[src/hdl/pea_consts.vh]
// Functional notes
// - any detail flag raises its summary group
// - interrupt only when summary and mask agree
// - interrupt pin is open-drain, wire-or capable
// - device only signals, never starts transfers
// - event flags sticky until host reads them
// - summary cleared only by reading mapped register or by a flush command
// - new events after read set flags again
// - start fault also stores per-port code
// - start summary cleared by start register read
// - port and global commands also clear flags
// - summary and mask share one bit layout
// - detail registers: view plus clear-on-read pairs
// - supply register bit layout
`ifndef PEA_CONSTS_VH
`define PEA_CONSTS_VH

// ----------------------------------------
// register offsets
// ----------------------------------------
`define PEA_OFS_SUMMARY 8'h00
`define PEA_OFS_MASK 8'h01
`define PEA_OFS_SUPPLY_VIEW 8'h02
`define PEA_OFS_SUPPLY_CLR 8'h03
`define PEA_OFS_SENSE_VIEW 8'h04
`define PEA_OFS_SENSE_CLR 8'h05
`define PEA_OFS_LOSS_VIEW 8'h06
`define PEA_OFS_LOSS_CLR 8'h07
`define PEA_OFS_OVC_VIEW 8'h08
`define PEA_OFS_OVC_CLR 8'h09
`define PEA_OFS_RAIL_VIEW 8'h0A
`define PEA_OFS_RAIL_CLR 8'h0B
`define PEA_OFS_CODE_VIEW 8'h24
`define PEA_OFS_CODE_CLR 8'h25

// ----------------------------------------
// summary bit positions (mask uses the same)
// ----------------------------------------
`define PEA_SUM_SUPPLY 7
`define PEA_SUM_START 6
`define PEA_SUM_PIFAULT 5
`define PEA_SUM_CLASS 4
`define PEA_SUM_DETECT 3
`define PEA_SUM_DISC 2
`define PEA_SUM_PGOOD 1
`define PEA_SUM_PEN 0

// ----------------------------------------
// supply register bit positions
// ----------------------------------------
`define PEA_RAIL_OVERTEMP 7
`define PEA_RAIL_LOGIC_FAIL 6
`define PEA_RAIL_LOGIC_WARN 5
`define PEA_RAIL_MAIN_LOW 4
`define PEA_RAIL_EMERG 0

// ----------------------------------------
// reset values and defaults
// ----------------------------------------
`define PEA_MASK_RESET 8'h00
`define PEA_DEV_ADDR 7'h20
`define PEA_BYTE_BITS 4'h8

`endif

[src/hdl/pea_irq_top.v]
`timescale 1ns/1ps
`include "pea_consts.vh"
module pea_irq_top #(
  parameter [6:0] DEV_ADDR = `PEA_DEV_ADDR
) (
  input wire mclk,
  input wire reset,
  input wire scl_i,
  input wire sda_i,
  output reg sda_o,
  output reg sda_oe,
  output reg irq_out_n_o,
  output reg irq_out_n_oe,
  input wire [3:0] pgood_change,
  input wire [3:0] pen_change,
  input wire [3:0] class_done,
  input wire [3:0] detect_done,
  input wire [3:0] disconnect,
  input wire [3:0] overpower_cutoff_flag,
  input wire [3:0] overcurrent_flag,
  input wire [3:0] start_fault,
  input wire [7:0] start_fault_code,
  input wire over_temp,
  input wire logic_rail_low_fail,
  input wire logic_rail_low_warn,
  input wire main_rail_low,
  input wire emergency_off_event,
  input wire [3:0] port_shutdown,
  input wire [3:0] pushbutton_turn_off,
  input wire [3:0] port_restart,
  input wire quad_restart,
  input wire flush_all_flags
);
  // ----------------------------------------
  // bus states, one-hot
  // ----------------------------------------
  localparam [8:0] ST_IDLE = 9'h001;
  localparam [8:0] ST_ADDR = 9'h002;
  localparam [8:0] ST_ACK_ADDR = 9'h004;
  localparam [8:0] ST_REG = 9'h008;
  localparam [8:0] ST_ACK_REG = 9'h010;
  localparam [8:0] ST_WDATA = 9'h020;
  localparam [8:0] ST_ACK_W = 9'h040;
  localparam [8:0] ST_RDATA = 9'h080;
  localparam [8:0] ST_ACK_R = 9'h100;
  // sticky update: a set in the clearing cycle survives
  function [7:0] next_flags;
    input [7:0] old;
    input [7:0] set;
    input [7:0] clr;
    begin
      next_flags = set | (old & ~clr);
    end
  endfunction

  // ----------------------------------------
  // pin synchronisation and edge detection
  // ----------------------------------------
  wire [1:0] pins_sync;
  reg scl_d;
  reg sda_d;
  wire scl_s = pins_sync[1];
  wire sda_s = pins_sync[0];
  pea_sync2 #(
    .W(2)
  ) u_sync (
    .mclk(mclk),
    .reset(reset),
    .async_in({scl_i, sda_i}),
    .sync_out(pins_sync)
  );
  always @(posedge mclk)
  begin
    if (reset)
    begin
      scl_d <= 1'b1;
      sda_d <= 1'b1;
    end
    else
    begin
      scl_d <= scl_s;
      sda_d <= sda_s;
    end
  end
  wire scl_rise = scl_s & ~scl_d;
  wire scl_fall = ~scl_s & scl_d;
  wire bus_start = scl_s & scl_d & sda_d & ~sda_s;
  wire bus_stop = scl_s & scl_d & ~sda_d & sda_s;
  // ----------------------------------------
  // event registers
  // ----------------------------------------
  reg [7:0] supply_chg;
  reg [7:0] sense_fin;
  reg [7:0] loss_ovp;
  reg [7:0] ovc_start;
  reg [7:0] rail_alarm;
  reg [7:0] turn_on_code;
  reg [7:0] irq_enable_bits;
  reg [7:0] next_code;
  reg [7:0] rail_set;
  reg [7:0] rd_data;
  wire [7:0] summary;
  wire rd_load;
  reg [7:0] ptr;
  // per-port flush for the fault and done flags
  wire [3:0] port_flush = port_shutdown | pushbutton_turn_off | port_restart |
    {4{quad_restart | flush_all_flags | emergency_off_event}};
  // clear-on-read strobes fire as the byte is fetched for the host
  wire clr_supply = rd_load & (ptr == `PEA_OFS_SUPPLY_CLR);
  wire clr_sense = rd_load & (ptr == `PEA_OFS_SENSE_CLR);
  wire clr_loss = rd_load & (ptr == `PEA_OFS_LOSS_CLR);
  wire clr_ovc = rd_load & (ptr == `PEA_OFS_OVC_CLR);
  wire clr_rail = rd_load & (ptr == `PEA_OFS_RAIL_CLR);
  wire clr_code = rd_load & (ptr == `PEA_OFS_CODE_CLR);
  // supply flags placed at their documented bits
  always @*
  begin
    rail_set = 8'h00;
    rail_set[`PEA_RAIL_OVERTEMP] = over_temp;
    rail_set[`PEA_RAIL_LOGIC_FAIL] = logic_rail_low_fail;
    rail_set[`PEA_RAIL_LOGIC_WARN] = logic_rail_low_warn;
    rail_set[`PEA_RAIL_MAIN_LOW] = main_rail_low;
    rail_set[`PEA_RAIL_EMERG] = emergency_off_event;
  end
  // start fault code fields, two bits per port
  integer p;
  always @*
  begin
    next_code = clr_code ? 8'h00 : turn_on_code;
    for (p = 0; p < 4; p = p + 1)
    begin
      if (start_fault[p])
      begin
        next_code[2*p +: 2] = start_fault_code[2*p +: 2];
      end
    end
  end
  // sticky flags; only a read or a flush command removes them
  always @(posedge mclk)
  begin
    if (reset)
    begin
      supply_chg <= 8'h00;
      sense_fin <= 8'h00;
      loss_ovp <= 8'h00;
      ovc_start <= 8'h00;
      rail_alarm <= 8'h00;
      turn_on_code <= 8'h00;
    end
    else
    begin
      supply_chg <= next_flags(supply_chg, {pgood_change, pen_change}, {8{clr_supply}});
      sense_fin <= next_flags(sense_fin, {class_done, detect_done},
        {8{clr_sense}} | {port_flush, port_flush});
      loss_ovp <= next_flags(loss_ovp, {disconnect, overpower_cutoff_flag},
        {8{clr_loss}} | {port_flush, port_flush});
      ovc_start <= next_flags(ovc_start, {overcurrent_flag, start_fault},
        {8{clr_ovc}} | {port_flush, port_flush});
      rail_alarm <= next_flags(rail_alarm, rail_set, {8{clr_rail}});
      turn_on_code <= next_code;
    end
  end

  // ----------------------------------------
  // summary and interrupt pin
  // ----------------------------------------
  // summary follows its detail flags, so it falls exactly when they are cleared
  assign summary[`PEA_SUM_SUPPLY] = |rail_alarm;
  assign summary[`PEA_SUM_START] = |ovc_start[3:0];
  assign summary[`PEA_SUM_PIFAULT] = (|loss_ovp[3:0]) | (|ovc_start[7:4]);
  assign summary[`PEA_SUM_CLASS] = |sense_fin[7:4];
  assign summary[`PEA_SUM_DETECT] = |sense_fin[3:0];
  assign summary[`PEA_SUM_DISC] = |loss_ovp[7:4];
  assign summary[`PEA_SUM_PGOOD] = |supply_chg[7:4];
  assign summary[`PEA_SUM_PEN] = |supply_chg[3:0];
  // pin only ever pulls low; release comes from the enable alone
  always @(posedge mclk)
  begin
    if (reset)
    begin
      irq_out_n_o <= 1'b0;
      irq_out_n_oe <= 1'b0;
    end
    else
    begin
      irq_out_n_o <= 1'b0;
      irq_out_n_oe <= |(summary & irq_enable_bits);
    end
  end

  // ----------------------------------------
  // register read mux
  // ----------------------------------------
  always @*
  begin
    case (ptr)
      `PEA_OFS_SUMMARY: rd_data = summary;
      `PEA_OFS_MASK: rd_data = irq_enable_bits;
      `PEA_OFS_SUPPLY_VIEW, `PEA_OFS_SUPPLY_CLR: rd_data = supply_chg;
      `PEA_OFS_SENSE_VIEW, `PEA_OFS_SENSE_CLR: rd_data = sense_fin;
      `PEA_OFS_LOSS_VIEW, `PEA_OFS_LOSS_CLR: rd_data = loss_ovp;
      `PEA_OFS_OVC_VIEW, `PEA_OFS_OVC_CLR: rd_data = ovc_start;
      `PEA_OFS_RAIL_VIEW, `PEA_OFS_RAIL_CLR: rd_data = rail_alarm;
      `PEA_OFS_CODE_VIEW, `PEA_OFS_CODE_CLR: rd_data = turn_on_code;
      default: rd_data = 8'h00;
    endcase
  end

  // ----------------------------------------
  // serial bus slave
  // ----------------------------------------
  reg [8:0] state;
  reg [3:0] bitcnt;
  reg [7:0] shreg;
  reg rw_bit;
  reg load_req;
  // a byte is fetched for the host one cycle after the falling edges named below
  assign rd_load = load_req;
  // the slave only answers; it never drives the clock or a start
  always @(posedge mclk)
  begin
    if (reset)
    begin
      state <= ST_IDLE;
      bitcnt <= 4'h0;
      shreg <= 8'h00;
      rw_bit <= 1'b0;
      ptr <= 8'h00;
      sda_o <= 1'b0;
      sda_oe <= 1'b0;
      irq_enable_bits <= `PEA_MASK_RESET;
      load_req <= 1'b0;
    end
    else
    begin
      sda_o <= 1'b0;
      load_req <= 1'b0;
      if (load_req)
      begin
        // fetch happened this cycle; drive its first bit
        shreg <= rd_data;
        sda_oe <= ~rd_data[7];
        ptr <= ptr + 8'h01;
        bitcnt <= 4'h0;
        state <= ST_RDATA;
      end
      else if (bus_start)
      begin
        state <= ST_ADDR;
        bitcnt <= 4'h0;
        sda_oe <= 1'b0;
      end
      else if (bus_stop)
      begin
        state <= ST_IDLE;
        sda_oe <= 1'b0;
      end
      else if (scl_rise)
      begin
        case (state)
          ST_ADDR, ST_REG, ST_WDATA:
          begin
            shreg <= {shreg[6:0], sda_s};
            bitcnt <= bitcnt + 4'h1;
          end
          ST_RDATA:
            bitcnt <= bitcnt + 4'h1;
          ST_ACK_R:
            if (sda_s)
              state <= ST_IDLE; // host nack ends the read
          default:
            bitcnt <= bitcnt;
        endcase
      end
      else if (scl_fall)
      begin
        case (state)
          ST_ADDR:
            if (bitcnt == `PEA_BYTE_BITS)
            begin
              if (shreg[7:1] == DEV_ADDR)
              begin
                rw_bit <= shreg[0];
                sda_oe <= 1'b1;
                state <= ST_ACK_ADDR;
              end
              else
                state <= ST_IDLE;
            end
          ST_ACK_ADDR:
          begin
            sda_oe <= 1'b0;
            bitcnt <= 4'h0;
            if (rw_bit)
              load_req <= 1'b1;
            else
              state <= ST_REG;
          end
          ST_REG:
            if (bitcnt == `PEA_BYTE_BITS)
            begin
              ptr <= shreg;
              sda_oe <= 1'b1;
              state <= ST_ACK_REG;
            end
          ST_ACK_REG, ST_ACK_W:
          begin
            sda_oe <= 1'b0;
            bitcnt <= 4'h0;
            state <= ST_WDATA;
          end
          ST_WDATA:
            if (bitcnt == `PEA_BYTE_BITS)
            begin
              if (ptr == `PEA_OFS_MASK)
                irq_enable_bits <= shreg;
              ptr <= ptr + 8'h01;
              sda_oe <= 1'b1;
              state <= ST_ACK_W;
            end
          ST_RDATA:
            if (bitcnt == `PEA_BYTE_BITS)
            begin
              sda_oe <= 1'b0;
              state <= ST_ACK_R;
            end
            else
            begin
              sda_oe <= ~shreg[6];
              shreg <= {shreg[6:0], 1'b0};
            end
          ST_ACK_R:
            load_req <= 1'b1;
          default:
            sda_oe <= 1'b0;
        endcase
      end
    end
  end
endmodule

[src/hdl/pea_sync2.v]
`timescale 1ns/1ps
// ----------------------------------------
// two-stage synchroniser for pin inputs
// ----------------------------------------
module pea_sync2 #(
  parameter W = 2
) (
  input wire mclk,
  input wire reset,
  input wire [W-1:0] async_in,
  output reg [W-1:0] sync_out
);

  reg [W-1:0] meta;

  // first stage feeds only the second stage
  always @(posedge mclk)
  begin
    if (reset)
    begin
      meta <= {W{1'b1}};
      sync_out <= {W{1'b1}};
    end
    else
    begin
      meta <= async_in;
      sync_out <= meta;
    end
  end

endmodule

[config.mk]
export PLATFORM = sky130hd
export DESIGN_NAME = pea_irq_top
export DESIGN_NICKNAME = d
export VERILOG_FILES = /design/src/hdl/pea_irq_top.v /design/src/hdl/pea_sync2.v
export VERILOG_INCLUDE_DIRS = /design/src /design/src/hdl
export SDC_FILE = /design/constraint.sdc
export NUM_CORES = 1
export LEC_CHECK = 0
export BUFFER_PORTS_ARGS = -buffer_cell sky130_fd_sc_hd__buf_2
export CORE_ASPECT_RATIO = 1.2
export CORE_MARGIN = 5
export CORE_UTILIZATION = 55
export DETAILED_ROUTE_END_ITERATION = 6
export PLACE_DENSITY_LB_ADDON = 0.1
export RECOVER_POWER = 100
export SLEW_MARGIN = 20
export SYNTH_ARGS = -nofsm -noshare
export SYNTH_HDL_FRONTEND = slang
export SYNTH_HIERARCHICAL = 1
export SYNTH_SLANG_ARGS = --single-unit
[constraint.sdc]
create_clock -name mclk -period 2.5 [get_ports mclk]
set_input_delay 0.5 -clock mclk [delete_from_list [all_inputs] [get_ports mclk]]
set_output_delay 0.5 -clock mclk [all_outputs]
set_load 0.01 [all_outputs]
==> flow_summary.json <==
{
  "synth_edf_count": 0,
  "synthMostInstantiatedCell": "nor2_1",
  "hold_viol": 0,
  "synth-seq-cells": 95,
  "nets": 761,
  "cp.arrival_ns": 2.48,
  "synthSimpleGateAreaFrac_pct": 26.7,
  "fin_tns_setup_ns": 0,
  "initial_utilization_pct": 56.4,
  "synth_area_leaders": "dfxtp_1 37%, nor2_1 7.2%, a21oi_1 6.8%, mux2i_1 4.3%, nand2_1 3.0%",
  "cts_root_buffer": "clkbuf_8",
  "cts_resized": 0,
  "vias": 4986,
  "synth_top_family_by_area": "simple AND/OR/NAND/NOR gates",
  "ant_nets": 0,
  "failed_checks": "capacitance limit, slew limit",
  "clkLatencyLatePin_ns": 0.37,
  "ys.flop_type": "dfxtp_1",
  "netlist_top_cells_count": "98 x nor2_1, 95 x dfxtp_1, 69 x a21oi_1, 41 x nand2_1, 23 x o21ai_0",
  "cp.required_ns": 2.71,
  "final_max_slew_viol_count": 84,
  "status": "finished with violations",
  "cts_max_level": 3,
  "synth_top_area_share_pct": 37.3,
  "dp.final_hpwl_um": 11400,
  "synth_fa_ha_area_share_pct": 2.21,
  "areaGrowthSynthToFinish_pct": 12.7,
  "die_w_um": 97.9,
  "pre_cts_ws_ns": 0.336,
  "num_antenna_cells": 0,
  "nFillCells": 814,
  "peakVddDrop_uv": 452,
  "setup.worst_path.start_class": "register",
  "synth-compound-area-share_pct": 23.2,
  "fin_total_pwr_mw": 2.85,
  "rsz0062_at_grt": "false",
  "dieArea_mm2": 0.0113,
  "drive_gt1_share_pct": 17.1,
  "ys_async_sr_fraction_pct": 0,
  "cts.sinks": 95,
  "clock_path_buffers": 2,
  "synth-xor-area-share_pct": 1.72,
  "synthesis.area_mm2": 0.00510,
  "finalCritPeriodShare_pct": 90.8,
  "fin_skew_ns": 0.0116,
  "antenna_found_initial": 0,
  "max_freq_ghz": 0.440,
  "final-setup-viol-count": 0,
  "cts.clk_slew.worst_paths_ns": 0.10,
  "setup_slack_ns": 0.230,
  "drcViolationCount": 0,
  "grt_overflow": 0,
  "ys_types": 67,
  "wire_per_inst_um": 18.2,
  "yosysWarnings": 6,
  "drt_iter0_drc": 305,
  "cts_buffers": 9,
  "leakage_nw": 2.28,
  "cts_tree": "built",
  "r2r_start": "load_req$_SDFF_PP0_",
  "post-cts-setup-buffer-count": 0,
  "relSlewSlack_pct": -7.64,
  "io_buffers": 64,
  "yosys.area.top_type": "dfxtp_1",
  "drt_wl_total_um": 14800,
  "grt_pass1_vias": 5016,
  "hold_buffers": 0,
  "grt_pass1_wl_um": 24200,
  "hold_start": "sda_i",
  "multi_input_area_mm2": 0.00294,
  "hp-class": "in -> reg",
  "core_area_mm2": 0.00903,
  "track_usage_pct": 26.8,
  "cap_violations": 1,
  "path_class": "reg -> reg",
  "ioPinCount": 67,
  "first_pass_iters": 5,
  "row_count": 38,
  "syn_inst": 623,
  "ys_seq_area_share_pct": 37.3,
  "worstSetupEndpointType": "register",
  "power_density_mw_per_mm2": 496,
  "crit_path_start": "load_req$_SDFF_PP0_",
  "period_needed_ns": 2.27,
  "tightest_slew_ns": 1.61,
  "path_max_fanout": 13,
  "grt_max_degree": 84,
  "ff_latch_area_mm2": 0.00190,
  "synth_mux_area_share_pct": 4.32,
  "synth_area_per_cell_um2": 8.18,
  "utilization_pct": 63.6,
  "fp.dieH_um": 115,
  "gp_congestion": 1.00,
  "vias_per_cell": 6.13
}
## per-layer routing
| layer | vias up | global-route usage, % | wire length [um] |
|---|---|---|---|
| li1 | 2414 | - | - |
| met1 | 2292 | 29.0 | 5760 |
| met2 | 203 | 47.0 | 7210 |
| met3 | 77 | 4.94 | 774 |
| met4 | 0 | 20.0 | 1100 |
| met5 | - | 0 | 0 |
## metrics by stage
stage	std cells	instance area, um^2	hold slack (ns)
4_1_cts	814	5790	0.285
2_1_floorplan	624	5100	0.383
3_5_place_dp	798	5600	0.394
6_report	814	5740	0.297
3_3_place_gp	798	5600	0.386
5_1_grt	814	5740	0.271
## cell families after synthesis
logic type | after synthesis
and+or+nand+nor | 257
adders and majority gates | 9
DFF | 95
xor gates and xnor gates | 10
other | 1
buffers and inverters | 53
muxes | 22
AOI/OAI and AO/OA | 176
## flip-flops by register name, summed over array words and instances, names as in the netlist
| name | count |
|---|---|
| state | 9 |
| irq_enable_bits | 8 |
| loss_ovp | 8 |
| ovc_start | 8 |
| ptr | 8 |
| rail_alarm | 8 |
| sense_fin | 8 |
| shreg | 8 |
| supply_chg | 8 |
| turn_on_code | 8 |
| bitcnt | 4 |
| u_sync/meta | 2 |
| u_sync/sync_out | 2 |
| irq_out_n_oe | 1 |
| load_req | 1 |
| rw_bit | 1 |
| scl_d | 1 |
| sda_d | 1 |
| sda_oe | 1 |
## worst max-delay path: stages, from the launching register on
cell and delay [ns]:
dfxtp_1 0.52, buf_4 0.28, a21oi_1 0.43, nand3_1 0.52, mux2i_1 0.30, nor2_1 0.06
## layout make-up
class / count / share of cell area, %
Inverter: 17 / 1.11
Multi-Input combinational cell: 476 / 51.3
Timing Repair Buffer: 90 / 8.61
Sequential cell: 95 / 33.1
Clock inverter: 6 / 0.893
Tap cell: 120 / 2.61
Clock buffer: 10 / 2.40
## report_power, final
part           total, mW  switching, mW  internal, mW
combinational      0.263          0.146         0.117
clock              0.975          0.572         0.403
sequential          1.61         0.0446          1.56
## path summary, 6_finish.rpt
check	to	slack, ns	cells after the start
setup / recovery	irq_enable_bits[7]$_SDFFE_PP0P_	0.23	5
hold / removal	u_sync/meta[0]$_SDFF_PP1_	0.30	2
setup reg to reg	irq_enable_bits[7]$_SDFFE_PP0P_	0.23	5
hold reg to reg	u_sync/sync_out[0]$_SDFF_PP1_	0.41	1
## cells in the final DEF (no fill, tap or decap), types with 5 or more instances in the layout
cell type,n
nand3_1,14
xor2_1,7
clkbuf_8,10
o21ai_0,23
mux2i_1,22
nor3_1,11
ha_1,9
a31oi_1,6
buf_4,20
or3_1,5
buf_2,61
a21oi_1,69
nand4_1,12
a221oi_1,12
nand2_1,41
a2bb2oi_1,5
nor2b_1,7
dfxtp_1,95
inv_1,17
or4_1,11
nor2_1,98
clkbuf_1,7
o21bai_1,6
nor4_1,9
nand3b_1,10
a211oi_1,10
Power figures use the tool's default switching activity.
